## src/logic/wdsm_pkg.sv

```systemverilog
/*
 * Package for the watchdog status and pulse monitor: status word layout,
 * reset values and pulse watchdog timing counts.
 * Assumes a 125 MHz system clock.
 */
`default_nettype none
package wdsm_pkg;
    localparam int unsigned CLK_HZ         = 125_000_000;
    localparam int unsigned CLK_PER_MS     = CLK_HZ / 1000;
    // Status word field positions
    localparam int unsigned ST_CNT_LSB     = 3;
    localparam int unsigned ST_EARLY_ANSW  = 7;
    localparam int unsigned ST_LATE_ANSW   = 8;
    localparam int unsigned ST_BAD_ANSW    = 9;
    localparam int unsigned ST_EARLY_REQ   = 10;
    localparam int unsigned ST_LATE_REQ    = 11;
    localparam int unsigned ST_RST_TO_ANSW = 12;
    localparam int unsigned ST_RST_TO_REQ  = 13;
    localparam int unsigned ST_RST_CNT     = 14;
    localparam int unsigned ST_EVT_LSB     = 16;
    localparam int unsigned NUM_FLAGS      = 8;
    // Reset values
    localparam logic [3:0] ERR_CNT_RESET   = 4'h7;
    localparam logic [3:0] EVT_CNT_RESET   = 4'h0;
    // Pulse watchdog times in ms, overfrequency in us (least times round up, so use mins)
    localparam int unsigned QUIESCENT_MS   = 200;
    localparam int unsigned RESET_HIGH_MS  = 200;
    localparam int unsigned RESET_LOW_MS   = 10;
    localparam int unsigned TOFF_SHORT_MS  = 11;
    localparam int unsigned TOFF_LONG_MS   = 22;
    localparam int unsigned OVERFREQ_US    = 1000;
    // Cycle counts
    localparam int unsigned QUIESCENT_CYC  = QUIESCENT_MS * CLK_PER_MS;
    localparam int unsigned RESET_HIGH_CYC = RESET_HIGH_MS * CLK_PER_MS;
    localparam int unsigned RESET_LOW_CYC  = RESET_LOW_MS * CLK_PER_MS;
    localparam int unsigned TOFF_SHORT_CYC = TOFF_SHORT_MS * CLK_PER_MS;
    localparam int unsigned TOFF_LONG_CYC  = TOFF_LONG_MS * CLK_PER_MS;
    localparam int unsigned OVERFREQ_CYC   =
        (OVERFREQ_US * (CLK_HZ / 1_000_000));
    localparam int unsigned TMR_W          = 26;
    localparam int unsigned CFG_SEL_HI     = 14;
    localparam int unsigned CFG_SEL_LO     = 13;

    typedef enum logic [1:0] {
        WDSM_IDLE  = 2'b00,
        WDSM_WATCH = 2'b01,
        WDSM_LOW   = 2'b10,
        WDSM_HIGH  = 2'b11
    } wdsm_state_t;
endpackage : wdsm_pkg
`default_nettype wire

```

## src/logic/wdsm_sync.sv

```systemverilog
/*
 * Two-stage synchroniser for one level.
 * Assumes the input may change at any time relative to the clock.
 */
`timescale 1ns/1ps
`default_nettype none
module wdsm_sync (
    input  wire logic clock_in,
    input  wire logic rst_n_in,
    input  wire logic async_in,
    output var  logic sync_out
);
    logic stage1;

    always_ff @(posedge clock_in or negedge rst_n_in)
    begin
        if (!rst_n_in)
        begin
            stage1   <= 1'b0;
            sync_out <= 1'b0;
        end
        else
        begin
            stage1   <= async_in;
            sync_out <= stage1;
        end
    end
endmodule : wdsm_sync
`default_nettype wire

```

## src/logic/wdsm_pulse_wd.sv

```systemverilog
/*
 * Pulse watchdog: rising edge interval checking, timeout and the
 * repeating reset pattern with quiescent wait.
 * Assumes a synchronised pulse level and disable level.
 */
`timescale 1ns/1ps
`default_nettype none
module wdsm_pulse_wd (
    input  wire logic                     clock_in,
    input  wire logic                     rst_n_in,
    input  wire logic                     pulse_sync_in,
    input  wire logic                     disable_in,
    input  wire logic                     long_timeout_in,
    output var  logic                     reset_n_out,
    output var  logic                     fault_flag_out
);
    import wdsm_pkg::*;

    wdsm_state_t              state;
    wdsm_state_t              next_state;
    logic [TMR_W-1:0]         timer;
    logic [TMR_W-1:0]         edge_gap;
    logic                     pulse_prev;
    logic [TMR_W-1:0]         toff_cyc;
    logic [TMR_W-1:0]         next_timer;

    wire rise      = pulse_sync_in && !pulse_prev;
    wire too_fast  = edge_gap < TMR_W'(OVERFREQ_CYC);
    wire good_edge = rise && !too_fast;

    assign toff_cyc = long_timeout_in ? TMR_W'(TOFF_LONG_CYC)
                                      : TMR_W'(TOFF_SHORT_CYC);

    always_comb
    begin
        next_state = state;
        next_timer = timer + 1'b1;
        case (state)
            WDSM_IDLE:
                if (timer >= TMR_W'(QUIESCENT_CYC - 1))
                begin
                    next_state = WDSM_WATCH;
                    next_timer = '0;
                end
            WDSM_WATCH:
                if (good_edge)
                    next_timer = '0;
                else if (timer >= toff_cyc - 1'b1)
                begin
                    next_state = WDSM_LOW;
                    next_timer = '0;
                end
            WDSM_LOW:
                if (timer >= TMR_W'(RESET_LOW_CYC - 1))
                begin
                    next_state = WDSM_HIGH;
                    next_timer = '0;
                end
            WDSM_HIGH:
                // Quiescent wait after release doubles as high time
                if (timer >= TMR_W'(RESET_HIGH_CYC - 1))
                begin
                    next_state = WDSM_WATCH;
                    next_timer = '0;
                end
            default:
            begin
                next_state = WDSM_IDLE;
                next_timer = '0;
            end
        endcase
        if (disable_in)
        begin
            next_state = WDSM_IDLE;
            next_timer = '0;
        end
    end

    always_ff @(posedge clock_in or negedge rst_n_in)
    begin
        if (!rst_n_in)
        begin
            state      <= WDSM_IDLE;
            timer      <= '0;
            pulse_prev <= 1'b0;
            edge_gap   <= '0;
        end
        else
        begin
            state      <= next_state;
            timer      <= next_timer;
            pulse_prev <= pulse_sync_in;
            // Saturate so a long gap never wraps to look fast
            if (rise)
                edge_gap <= '0;
            else if (edge_gap != '1)
                edge_gap <= edge_gap + 1'b1;
        end
    end

    // Registered so the reset pin never glitches on a state change
    always_ff @(posedge clock_in or negedge rst_n_in)
    begin
        if (!rst_n_in)
            reset_n_out <= 1'b1;
        else
            reset_n_out <= (next_state != WDSM_LOW);
    end

    always_ff @(posedge clock_in or negedge rst_n_in)
    begin
        if (!rst_n_in)
            fault_flag_out <= 1'b0;
        else if (disable_in)
            fault_flag_out <= 1'b0;
        else if (next_state == WDSM_LOW && state == WDSM_WATCH)
            fault_flag_out <= 1'b1;
    end
endmodule : wdsm_pulse_wd
`default_nettype wire

```

## src/logic/wdsm_top.sv

```systemverilog
/*
 * Watchdog status word and pulse watchdog monitor.
 * Assumes the question and answer engine reports its events as one-cycle
 * pulses, and a serial port front end that strobes a status read.
 */
// Notes on behaviour
// - Status word shows the live 4-bit error counter, 7 after reset.
// - Answer before window start sets the early answer flag.
// - Answer after window end sets the late answer flag.
// - In-window answer with wrong value sets the wrong answer flag.
// - Request before window start sets the early request flag.
// - Request after window end sets the late request flag.
// - Reset from answer timeout sets its reset flag.
// - Reset from request timeout sets its reset flag.
// - Reset from error counter reaching zero sets its reset flag.
// - 4-bit reset event count, zero after reset, in status word.
// - Status read clears flags, not error counter nor event count.
// - Watchdog reset keeps parameters; only state machine reset reloads.
// - Pulse watchdog asserts reset on out-of-range rising edge frequency.
// - After reset or disable release, idle for quiescent time first.
// - Missing pulses: reset low, then high 200 ms, repeated.
// - Timeout 11 ms when config bit 14 clear, 22 ms when set.
// - Edges closer than 1 ms do not clear the timer.
// - Config bits 14:13 pick frequency window; bit 14 sets timeout. Window is only output on freq_window_sel_out; the edge check uses a fixed 1 ms.
// - Disable pin stops pulse watchdog, clears timer, no faults.
// - Pulse watchdog reset flag held zero while disabled.
// - Sampled disable level readable over serial port.
// - Parameters writable up to and including the cycle of the first seed request.
`timescale 1ns/1ps
`default_nettype none
module wdsm_top (
    input  wire logic        clock_in,
    input  wire logic        rst_n_in,
    input  wire logic        controller_pulse_input_in,
    input  wire logic        pulse_watchdog_disable_pin_in,
    input  wire logic [15:0] advanced_config_word_in,
    input  wire logic        cfg_write_in,
    input  wire logic        seed_request_in,
    input  wire logic        answer_early_in,
    input  wire logic        answer_late_in,
    input  wire logic        answer_wrong_in,
    input  wire logic        request_early_in,
    input  wire logic        request_late_in,
    input  wire logic        reset_answer_timeout_in,
    input  wire logic        reset_request_timeout_in,
    input  wire logic        reset_counter_zero_in,
    input  wire logic        error_counter_load_in,
    input  wire logic [3:0]  error_counter_in,
    input  wire logic        status_read_in,
    output var  logic [31:0] watchdog_status_word_out,
    output var  logic        qa_watchdog_reset_out,
    output var  logic        cfg_locked_out,
    output var  logic [1:0]  freq_window_sel_out,
    output var  logic        reset_n_out,
    output var  logic        pulse_watchdog_reset_flag_out,
    output var  logic        disable_level_out
);
    import wdsm_pkg::*;

    // Registered status word fields, config state and synchronised inputs
    logic [3:0]            error_counter_value;
    logic [3:0]            reset_event_count;
    logic [NUM_FLAGS-1:0]  flags;
    logic [1:0]            cfg_sel;
    logic                  cfg_locked;
    logic                  pulse_sync;
    logic                  disable_sync;

    // Next values, decoded by continuous assignments
    logic [3:0]            next_error_counter_value;
    logic [3:0]            next_reset_event_count;
    logic [1:0]            next_cfg_sel;
    logic                  next_cfg_locked;
    wire  [NUM_FLAGS-1:0]  next_flags;

    // Event order matches flag bit order in the status word
    wire [NUM_FLAGS-1:0] events = {
        reset_counter_zero_in,
        reset_request_timeout_in,
        reset_answer_timeout_in,
        request_late_in,
        request_early_in,
        answer_wrong_in,
        answer_late_in,
        answer_early_in
    };
    // Three causes of a first watchdog reset
    wire any_wd_reset = reset_counter_zero_in
                      | reset_request_timeout_in
                      | reset_answer_timeout_in;
    // Parameters move only on an unlocked write
    wire cfg_write_ok = cfg_write_in && !cfg_locked;

    // Sticky flags; a new event in the read cycle survives the clear
    genvar g;
    generate
        for (g = 0; g < NUM_FLAGS; g++)
        begin : g_flag
            assign next_flags[g] = events[g]
                                 | (flags[g] && !status_read_in);

            always_ff @(posedge clock_in or negedge rst_n_in)
            begin
                if (!rst_n_in)
                begin
                    flags[g] <= 1'b0;
                end
                else
                begin
                    flags[g] <= next_flags[g];
                end
            end
        end
    endgenerate

    // Live value moves only on the engine's load strobe
    assign next_error_counter_value = error_counter_load_in
                                    ? error_counter_in
                                    : error_counter_value;

    always_ff @(posedge clock_in or negedge rst_n_in)
    begin
        if (!rst_n_in)
        begin
            error_counter_value <= ERR_CNT_RESET;
        end
        else
        begin
            error_counter_value <= next_error_counter_value;
        end
    end

    // Wraps at 15; saturating would hide further events
    assign next_reset_event_count = any_wd_reset
                                  ? reset_event_count + 4'h1
                                  : reset_event_count;

    always_ff @(posedge clock_in or negedge rst_n_in)
    begin
        if (!rst_n_in)
        begin
            reset_event_count <= EVT_CNT_RESET;
        end
        else
        begin
            reset_event_count <= next_reset_event_count;
        end
    end

    // Locks on the first seed request, stays locked until reset
    assign next_cfg_locked = cfg_locked || seed_request_in;

    always_ff @(posedge clock_in or negedge rst_n_in)
    begin
        if (!rst_n_in)
        begin
            cfg_locked <= 1'b0;
        end
        else
        begin
            cfg_locked <= next_cfg_locked;
        end
    end

    // A watchdog reset is not seen here; only rst_n_in reloads
    assign next_cfg_sel = cfg_write_ok
                        ? advanced_config_word_in[CFG_SEL_HI:CFG_SEL_LO]
                        : cfg_sel;

    always_ff @(posedge clock_in or negedge rst_n_in)
    begin
        if (!rst_n_in)
        begin
            cfg_sel <= 2'h0;
        end
        else
        begin
            cfg_sel <= next_cfg_sel;
        end
    end

    always_ff @(posedge clock_in or negedge rst_n_in)
    begin
        if (!rst_n_in)
        begin
            qa_watchdog_reset_out <= 1'b0;
        end
        else
        begin
            qa_watchdog_reset_out <= any_wd_reset;
        end
    end

    assign cfg_locked_out      = cfg_locked;
    assign freq_window_sel_out = cfg_sel;

    always_comb
    begin
        watchdog_status_word_out = 32'h0000_0000;
        watchdog_status_word_out[ST_CNT_LSB +: 4] = error_counter_value;
        watchdog_status_word_out[ST_EARLY_ANSW +: NUM_FLAGS] = flags;
        watchdog_status_word_out[ST_EVT_LSB +: 4] = reset_event_count;
    end

    wdsm_sync u_pulse_sync (
        .clock_in (clock_in),
        .rst_n_in (rst_n_in),
        .async_in (controller_pulse_input_in),
        .sync_out (pulse_sync)
    );

    wdsm_sync u_dis_sync (
        .clock_in (clock_in),
        .rst_n_in (rst_n_in),
        .async_in (pulse_watchdog_disable_pin_in),
        .sync_out (disable_sync)
    );

    assign disable_level_out = disable_sync;

    wdsm_pulse_wd u_pulse_wd (
        .clock_in        (clock_in),
        .rst_n_in        (rst_n_in),
        .pulse_sync_in   (pulse_sync),
        .disable_in      (disable_sync),
        .long_timeout_in (cfg_sel[1]),
        .reset_n_out     (reset_n_out),
        .fault_flag_out  (pulse_watchdog_reset_flag_out)
    );
endmodule : wdsm_top
`default_nettype wire

```

## config.mk

```make
export PLATFORM = sky130hd
export DESIGN_NAME = wdsm_top
export DESIGN_NICKNAME = d
export VERILOG_FILES = /design/src/logic/wdsm_pkg.sv /design/src/logic/wdsm_sync.sv /design/src/logic/wdsm_pulse_wd.sv /design/src/logic/wdsm_top.sv
export SDC_FILE = /design/constraint.sdc
export NUM_CORES = 1
export LEC_CHECK = 0
export BUFFER_PORTS_ARGS = -buffer_cell sky130_fd_sc_hd__buf_4
export CORE_AREA = 2 2 116 84
export CTS_CLUSTER_SIZE = 12
export DETAILED_ROUTE_END_ITERATION = 10
export DIE_AREA = 0 0 118 86
export MAX_ROUTING_LAYER = met4
export PLACE_DENSITY = 0.75
export SLEW_MARGIN = 25
export SYNTH_ARGS = -nofsm -noshare
export SYNTH_HDL_FRONTEND = slang
export SYNTH_SLANG_ARGS = --single-unit
```

## constraint.sdc

```tcl
create_clock -name clock_in -period 2.3 [get_ports clock_in]
set_input_delay 0.23 -clock clock_in [delete_from_list [all_inputs] [get_ports clock_in]]
set_output_delay 0.23 -clock clock_in [all_outputs]
set_load 0.01 [all_outputs]
```

==> flow_summary.json, run 1 <==
{
  "relSlewSlack_pct": 23.4,
  "gr-total-overflow": 0,
  "io_buffers": 44,
  "layout_common_cells": "buf_4 (89), dfrtp_1 (76), nor2_1 (37)",
  "hold_viol": 0,
  "p_leak_nw": 2.50,
  "p_per_area_nw_per_um2": 739,
  "syn-instance-count": 445,
  "drive_gt1_share_pct": 30.5,
  "rows": 29,
  "max_slew.worst_pin.slew_ns": 1.15,
  "outcome": "finished, violations left",
  "worstSetupPathType": "reg -> reg",
  "grt_usage_pct": 23.8,
  "synth.avg_cell_area_sq_um": 10.1,
  "ant_nets": 0,
  "grtUsageMet1_pct": 31.5,
  "power.total_mw": 4.32,
  "final_area_sq_um": 5840,
  "die-area_sq_um": 10100,
  "required_ns": 2.55,
  "critical_path_arrival_ns": 2.91,
  "finalSetupTns_ns": -7.73,
  "die_y_um": 86,
  "routed_via_density": 5.80,
  "grt_util_met3_pct": 5.05,
  "async_reset_ff_share_pct": 100,
  "synth.area.top_cells": "dfrtp_1 (43%), xnor2_1 (6.0%), ha_1 (4.5%), nor3_2 (4.5%), nor2_1 (3.1%)",
  "dieWidth_um": 118,
  "grt_setup_unrepaired": "yes",
  "ir_drop_mv": 0.781,
  "numCtsBuffers": 9,
  "syn_area_sq_um": 4500,
  "synth_top_cell_by_area": "dfrtp_1",
  "final_cells": 668,
  "wl_mm": 11.5,
  "drc": 0,
  "drt_iter0_markers": 272,
  "yosysSeqAreaShare_pct": 45.2,
  "coreArea_sq_um": 8960,
  "antenna_found_initial": 0,
  "cts_tree": "yes",
  "avgRoutedWirePerCell_um": 17.3,
  "first_pass_iters": 5,
  "io_pins": 75,
  "dpl.cell_count": 641,
  "final-seq-area_sq_um": 2030,
  "worst_skew_pair.late_latency_ns": 0.34,
  "gp_congestion": 0.885,
  "initial_core_util_pct": 50.2,
  "area_growth_pct": 29.8,
  "worstSetupStartpointType": "flip-flop",
  "synth_top_area_share_pct": 42.8,
  "hpwl_mm": 7.48,
  "yosysUniqueCellTypes": 56,
  "fillerInstances": 695,
  "grt_pass1_vias": 3776,
  "num_vias": 3877,
  "final_common_cell": "buf_4",
  "synth_edf_count": 0,
  "dp_slack_ns": -0.206,
  "yosys_warnings": 0,
  "crit_path_end_kind": "flip-flop",
  "crit_fanout": 8,
  "diodes": 0,
  "busiest_layer": "met2",
  "utilization_pct": 65.2,
  "hold_slack_ns": 0.0744,
  "clk_path_buf_depth": 2,
  "clk_pin_slew_worst_paths_ns": 0.06,
  "drv_cap": 0,
  "fmax_ghz": 0.377,
  "period_needed_ns": 2.66,
  "grtUsageMet2_pct": 36.9,
  "ys_ff_latch": 81,
  "finalCritPeriodShare_pct": 115,
  "htreeDepth": 3,
  "violations": "setup timing",
  "cts_root_buf": "clkbuf_16",
  "grt_max_degree": 49,
  "setup_viol": 28,
  "cts.sinks": 81,
  "fin_skew_ns": 0.00832,
  "multi_input_area_sq_um": 2450,
  "setup_slack_ns": -0.356,
  "layout.nets": 591,
  "min_path_type": "in -> reg",
  "placed_area_sq_um": 5210,
  "drv_slew": 0,
  "grt_pass1_wl_mm": 18.7,
  "dominantRegCellSynth": "dfrtp_1"
}
-- Yosys cell counts, drive strengths merged (4+ instances only) --
master and count:
nor4 13, o21ai 13, nand2 26, a21o 9
clkbuf 12, nand4 16, mux2 6, or3 4
and4 5, nor3 43, nand3 24, a21oi 10
xnor2 31, dfstp 4, xor2 12, or4 4
inv 13, dfrtp 77, buf 23, ha 16
and3 5, nor2 37
-- layout make-up --
type / count / share of cell area [%]
clock buffers: 10 / 3.92
clock inverters: 6 / 1.26
inverters: 13 / 0.878
multi-input cells: 333 / 41.9
flip-flops and latches: 81 / 34.8
well taps: 124 / 2.66
repair buffers: 101 / 14.6
-- logic make-up (layout without fill, tap and decap cells) --
| logic type | after synthesis | count (layout) | share of synthesized area (%) |
|---|---|---|---|
| other cells | 1 | 17 | 0.0834 |
| flops | 81 | 81 | 45.2 |
| simple gates | 189 | 189 | 23.9 |
| buf+inv | 48 | 130 | 6.15 |
| xor+xnor | 43 | 43 | 8.37 |
| mux | 6 | 6 | 1.50 |
| compound gates | 61 | 62 | 10.4 |
| fa+ha+maj | 16 | 16 | 4.45 |
-- report_power, final --
group	switching [mW]	leakage [nW]	internal [mW]
combinational	0.629	1.31	0.566
clock	0.590	0.148	0.856
sequential	0.128	1.05	1.55
total	1.35	2.50	2.97
-- flip-flops by register name, indices dropped and copies added (netlist names), 2 cells and up --
signal                    cells
freq_window_sel_out           2
watchdog_status_word_out      8
reset_event_count             4
error_counter_value           4
u_pulse_wd.edge_gap          26
u_pulse_wd.state              2
u_pulse_wd.timer             26
-- metal layers --
metal	part of all wire [%]	wire length [um]	vias to the layer above
met5	0	0	-
met4	2.6	296	0
met3	6.7	777	35
met2	45	5200	173
met1	46	5270	1899
li1	-	-	1770
-- final timing paths --
check / from / to / slack [ns] / cells after the start
max in group asynchronous: rst_n_in / u_pulse_wd.reset_n_out / 1.16 / 3
hold reg to reg: u_pulse_sync.stage1 / u_pulse_sync.sync_out / 0.35 / 0
setup reg to reg: freq_window_sel_out[1] / u_pulse_wd.timer[11] / -0.36 / 9
min in group asynchronous: rst_n_in / watchdog_status_word_out[7] / 0.47 / 2
hold / removal: request_early_in / watchdog_status_word_out[10] / 0.07 / 2
setup / recovery: freq_window_sel_out[1] / u_pulse_wd.timer[11] / -0.36 / 9
-- critical path, cell delays in order (launching register included) --
cell	delay (ns)
dfrtp_2	0.45
inv_4	0.08
buf_12	0.13
ha_4	0.14
or4_1	0.55
o211a_1	0.27
o31a_1	0.32
a31o_4	0.30
buf_12	0.17
nor3_4	0.14
-- repair_timing --
| action | 4_1_cts | 5_1_grt |
|---|---|---|
| setup endpoints to repair | 26 | 41 |
| buffers inserted | 5 | 2 |
| cloned | 2 | 0 |
| resized for setup | 11 | 26 |
| endpoints found under the hold margin | 46 | 0 |
| hold buffers | 3 | 0 |
| pin swaps | 5 | 6 |
Note: power is estimated with default switching activity, not from simulation.
==> run 2: changes to the inputs <==
==> constraint.sdc (replaced) <==
create_clock -name clock_in -period 2.3 [get_ports clock_in]
set_input_delay 0.23 -clock clock_in [delete_from_list [all_inputs] [get_ports clock_in]]
set_output_delay 0.23 -clock clock_in [all_outputs]
set_load 0.05 [all_outputs]
==> run 2 against run 1 <==
  * The flow still finishes with violations (setup timing)
  * Clock-buffer cell count unchanged
  * Clock power about the same
  * Fmax grew 6.0%
  * Hold slack got worse by 0.0081 ns
  * Critical path depth decreased by 2
  * Total power up 1.1%
  * Sequential power barely moved
  * Register-to-register slack better by 0.15 ns
  * Global-route usage down 0.60 points
  * Critical endpoint is now u_pulse_wd.timer[0]
  * Highest routed layer unchanged
==> flow_summary.json, run 2 (same netlist as run 1, synthesis figures left out) <==
{
  "outcome": "finished, violations left",
  "violations": "setup timing",
  "hold_viol": 0,
  "relSlewSlack_pct": 40.0,
  "final-seq-area_sq_um": 2030,
  "die-area_sq_um": 10100,
  "cts.sinks": 81,
  "min_path_type": "in -> reg",
  "finalSetupTns_ns": -4.75,
  "io_pins": 75,
  "fillerInstances": 682,
  "ir_drop_mv": 1.00,
  "worstSetupStartpointType": "flip-flop",
  "cts_tree": "yes",
  "hpwl_mm": 7.45,
  "multi_input_area_sq_um": 2460,
  "grt_usage_pct": 23.2,
  "fmax_ghz": 0.399,
  "worstSetupPathType": "reg -> reg",
  "rows": 29,
  "clk_pin_slew_worst_paths_ns": 0.06,
  "worst_skew_pair.late_latency_ns": 0.34,
  "final_common_cell": "buf_4",
  "grt_pass1_vias": 3641,
  "drv_slew": 0,
  "finalCritPeriodShare_pct": 109,
  "dpl.cell_count": 638,
  "setup_viol": 29,
  "first_pass_iters": 5,
  "dieWidth_um": 118,
  "numCtsBuffers": 9,
  "cts_root_buf": "clkbuf_16",
  "rrSetupSlack_ns": -0.21,
  "r2r-end": "u_pulse_wd.timer[0]",
  "area_growth_pct": 27.3,
  "drv_cap": 0,
  "required_ns": 2.56,
  "max_slew.worst_pin.slew_ns": 0.900,
  "hold_end": "watchdog_status_word_out[7]",
  "htreeDepth": 3,
  "hold_path_depth": 2,
  "drive_gt1_share_pct": 31.1,
  "routed_via_density": 5.68,
  "wl_mm": 11.3,
  "clk_path_buf_depth": 2,
  "avgRoutedWirePerCell_um": 17.1,
  "layout.nets": 587,
  "r2r-start": "freq_window_sel_out[1]",
  "fin_skew_ns": 0.00593,
  "final_cells": 664,
  "num_vias": 3774,
  "setup_slack_ns": -0.207,
  "p_leak_nw": 2.41,
  "grt_pass1_wl_mm": 18.1,
  "hold_slack_ns": 0.0663,
  "drc": 0,
  "initial_core_util_pct": 50.2,
  "diodes": 0,
  "grt_setup_unrepaired": "yes",
  "p_per_area_nw_per_um2": 763,
  "grt_max_degree": 51,
  "gr-total-overflow": 0,
  "ff2ff_path_depth": 7,
  "drt_iter0_markers": 300,
  "antenna_found_initial": 0,
  "period_needed_ns": 2.51,
  "crit_start": "freq_window_sel_out[1]",
  "io_buffers": 44,
  "ant_nets": 0,
  "die_y_um": 86,
  "gp_congestion": 0.885,
  "critical_path_arrival_ns": 2.77,
  "hold_start": "answer_early_in",
  "coreArea_sq_um": 8960,
  "crit_fanout": 6,
  "crit_path_end_kind": "flip-flop",
  "layout_common_cells": "buf_4 (89), dfrtp_1 (76), nor2_1 (37)"
}
[run 2: cell types whose count changed in the layout (fill, tap and decap cells not counted), moves of 2 or more]
cell,delta
nor3_2,+11
nor3_4,-7
nor3_1,-4
buf_12,-4
clkinv_4,-2
clkinv_2,+2
[run 2: worst max-delay path by stage]
stage,end,slack (ns),cells after the start
5_1_grt,u_pulse_wd.timer[18],-0.26,7
3_3_place_gp,u_pulse_wd.timer[1],-0.16,7
3_5_place_dp,u_pulse_wd.timer[4],-0.23,9
4_1_cts,u_pulse_wd.timer[1],-0.14,8
2_1_floorplan,u_pulse_wd.timer[10],-0.05,8
6_report,u_pulse_wd.timer[0],-0.21,7
[run 2: critical path: stages, from the launching register on]
cell and delay, ns:
dfrtp_2 0.46, ha_4 0.24, a21o_1 0.19, a311o_1 0.27, a2111o_1 0.40, o31a_1 0.39, a31o_2 0.35, nor3_2 0.13
[run 2: routing by layer]
layer	global-route usage [%]	up-vias	wire (um)
met4	8.54	0	254
met3	4.65	31	795
met1	30.7	1790	5140
li1	-	1763	-
met2	35.8	190	5130
met5	-	-	0
[run 2: what timing repair did]
item | in CTS | in global routing
hold buffers | 3 | 0
gates cloned | 2 | 1
pin swaps | 11 | 1
setup buffers | 3 | 1
setup endpoints to repair | 26 | 38
endpoints found under the hold margin | 48 | 0
resized for setup | 24 | 11
[run 2: cell type report]
type | instances | share of cell area, %
sequential | 81 | 35.5
clock inverter | 6 | 1.14
tap | 124 | 2.71
inverter | 13 | 0.896
timing repair buffer | 95 | 12.8
multi-input combinational | 335 | 43.0
clock buffer | 10 | 4.00
[run 2: power by group]
part	switching, mW	leakage, nW	internal, mW	total (mW)
logic	0.838	1.22	0.428	1.27
registers	0.122	1.05	1.55	1.67
clock network	0.586	0.143	0.845	1.43
total	1.55	2.41	2.82	4.37
[run 2: through the flow]
step,total power [mW],util [%],worst slack [ns],cell area (sq um)
after floorplan,2.50,-,-0.0468,4570
after global placement,2.71,57.4,-0.157,5150
after detailed placement,2.75,57.4,-0.228,5150
after CTS,4.32,63.1,-0.142,5660
after global routing,4.53,63.9,-0.259,5730
final,4.37,63.9,-0.207,5730
==> run 3: changes to the inputs <==
--- a/config.mk
+++ b/config.mk
@@ -5,11 +5,11 @@
 export SDC_FILE = /design/constraint.sdc
 export NUM_CORES = 1
 export LEC_CHECK = 0
-export BUFFER_PORTS_ARGS = -buffer_cell sky130_fd_sc_hd__buf_4
-export CORE_AREA = 2 2 116 84
+export CORE_AREA = 2 2 109 79
 export CTS_CLUSTER_SIZE = 12
 export DETAILED_ROUTE_END_ITERATION = 10
-export DIE_AREA = 0 0 118 86
+export DIE_AREA = 0 0 111 81
+export DONT_BUFFER_PORTS = 1
 export MAX_ROUTING_LAYER = met4
 export PLACE_DENSITY = 0.75
 export SLEW_MARGIN = 25
==> run 3 against run 2 <==
  * The run still ends with setup timing left
  * Utilization up 2.8 points
  * Clock skew grew 0.0027 ns
  * Die area down 11%
  * Highest routed layer unchanged
==> flow_summary.json, run 3 (same netlist as run 1, synthesis figures left out) <==
{
  "cp_slowest_cell": "dfrtp_2",
  "dieWidth_um": 111,
  "cts.sinks": 81,
  "relSlewSlack_pct": 30.6,
  "finalCritPeriodShare_pct": 108,
  "max_slew.worst_pin.slew_ns": 1.04,
  "fin_skew_ns": 0.00863,
  "numCtsBuffers": 9,
  "area_growth_pct": 20.1,
  "worst_skew_pair.late_latency_ns": 0.34,
  "die_y_um": 81,
  "hold_end": "error_counter_value[1]",
  "grt_usage_pct": 25.1,
  "initial_core_util_pct": 55.6,
  "worstSetupStartpointType": "flip-flop",
  "gr-total-overflow": 0,
  "rows": 28,
  "violations": "setup timing",
  "hold_path_depth": 1,
  "layout.nets": 553,
  "first_pass_iters": 5,
  "grt_setup_unrepaired": "yes",
  "p_switching_mw": 1.54,
  "required_ns": 2.55,
  "p_per_area_nw_per_um2": 787,
  "io_pins": 75,
  "path_cells": "inv_4 > ha_1 > a311o_1 > a2111o_1 > o31a_1 > a31o_4 > nor3_2",
  "drt_iter0_markers": 303,
  "setup_viol": 26,
  "io_buffers": 0,
  "grt_max_degree": 82,
  "rrSetupSlack_ns": -0.19,
  "utilization_pct": 66.7,
  "critical_path_arrival_ns": 2.74,
  "gp_congestion": 0.916,
  "htreeDepth": 3,
  "die-area_sq_um": 8990,
  "p_leak_nw": 2.25,
  "diodes": 0,
  "ant_nets": 0,
  "routed_via_density": 6.01,
  "p_comb_share_pct": 20.0,
  "coreArea_sq_um": 8090,
  "cts_root_buf": "clkbuf_16",
  "drv_slew": 0,
  "drive_gt1_share_pct": 22.9,
  "num_vias": 3671,
  "clk_path_buf_depth": 2,
  "pwr-share-clk_pct": 34.9,
  "ir_drop_mv": 0.776,
  "setup_slack_ns": -0.193,
  "antenna_found_initial": 0,
  "layout_common_cells": "dfrtp_1 (75), buf_4 (48), nor2_1 (37)",
  "outcome": "finished, violations left",
  "period_needed_ns": 2.49,
  "cts_tree": "yes",
  "drv_cap": 0,
  "wl_mm": 11.1,
  "p_int_mw": 2.72,
  "clk_pin_slew_worst_paths_ns": 0.07,
  "fmax_ghz": 0.401,
  "crit_path_end_kind": "flip-flop",
  "power.total_mw": 4.25,
  "crit_fanout": 7,
  "dpl.cell_count": 574,
  "min_path_type": "in -> reg",
  "grt_pass1_vias": 3492,
  "ff2ff_path_depth": 7,
  "seq_power_share_pct": 45.1,
  "grt_pass1_wl_mm": 17.3,
  "cp_slowest_stage_delay_ns": 0.45,
  "drc": 0,
  "worstSetupPathType": "reg -> reg",
  "hold_start": "error_counter_in[1]",
  "r2r-end": "u_pulse_wd.timer[16]",
  "hold_viol": 0,
  "final_common_cell": "dfrtp_1",
  "avgRoutedWirePerCell_um": 18.2,
  "hpwl_mm": 6.58,
  "switching_share_pct": 36.1,
  "final_cells": 611,
  "r2r-start": "freq_window_sel_out[1]"
}
[run 3: cell type report]
type                            count  area, sq um
Clock buffer                       10          229
Clock inverter                      6         76.3
Fill cell                         560         2690
Inverter                           13         51.3
Multi-Input combinational cell    334         2360
Sequential cell                    81         2030
Tap cell                          105          131
Timing Repair Buffer               62          519
[run 3: worst max path at each step]
stage / start / slack [ns] / to
global placement: freq_window_sel_out[1] / -0.14 / u_pulse_wd.timer[1]
global route: freq_window_sel_out[1] / -0.25 / u_pulse_wd.timer[3]
finish: freq_window_sel_out[1] / -0.19 / u_pulse_wd.timer[16]
floorplan: freq_window_sel_out[1] / -0.05 / u_pulse_wd.timer[10]
detailed placement: freq_window_sel_out[1] / -0.19 / u_pulse_wd.timer[3]
CTS: freq_window_sel_out[1] / -0.13 / u_pulse_wd.timer[17]
[run 3: what timing repair did]
action	4_1_cts	5_1_grt
resized for setup	5	14
buffers inserted	1	5
cloned	2	0
pin swaps	1	4
endpoints found under the setup margin	29	30
endpoints found under the hold margin	92	0
hold buffers	13	0
[run 3: worst max-delay path, delay by kind of cell (launching register included)]
family,cells,cell delay [ns]
AOI/OAI and AO/OA,4,1.40
DFF,1,0.45
adders and majority gates,1,0.30
and+or+nand+nor,1,0.18
buffers and inverters,1,0.07
[run 3: stage by stage]
stage | setup TNS [ns] | instance area (sq um) | hold WS, ns | setup slack (ns)
finish | -3.90 | 5400 | 0.0344 | -0.193
global route | -5.46 | 5400 | 0.0227 | -0.246
CTS | -2.83 | 5290 | 0.0301 | -0.134
detailed placement | -2.73 | 4790 | -0.0642 | -0.194
global placement | -2.03 | 4790 | -0.0641 | -0.143
floorplan | -0.934 | 4570 | -0.0656 | -0.0468
[run 3: routing by layer]
layer  up-vias  global-route usage [%]  wire, um
li1       1685                       -         -
met1      1794                    34.4      5050
met2       170                    38.0      5100
met3        22                    6.42       768
met4         0                    6.25       166
met5         -                       -         0
[run 3: power by group through the flow]
stage / Combinational (mW) / Clock (mW) / Sequential [mW]
3_5_place_dp: 0.650 / 0 / 1.93
6_report: 0.852 / 1.48 / 1.92
4_1_cts: 0.790 / 1.49 / 1.91
2_1_floorplan: 0.609 / 0 / 1.89
3_3_place_gp: 0.626 / 0 / 1.93
5_1_grt: 0.921 / 1.56 / 1.94
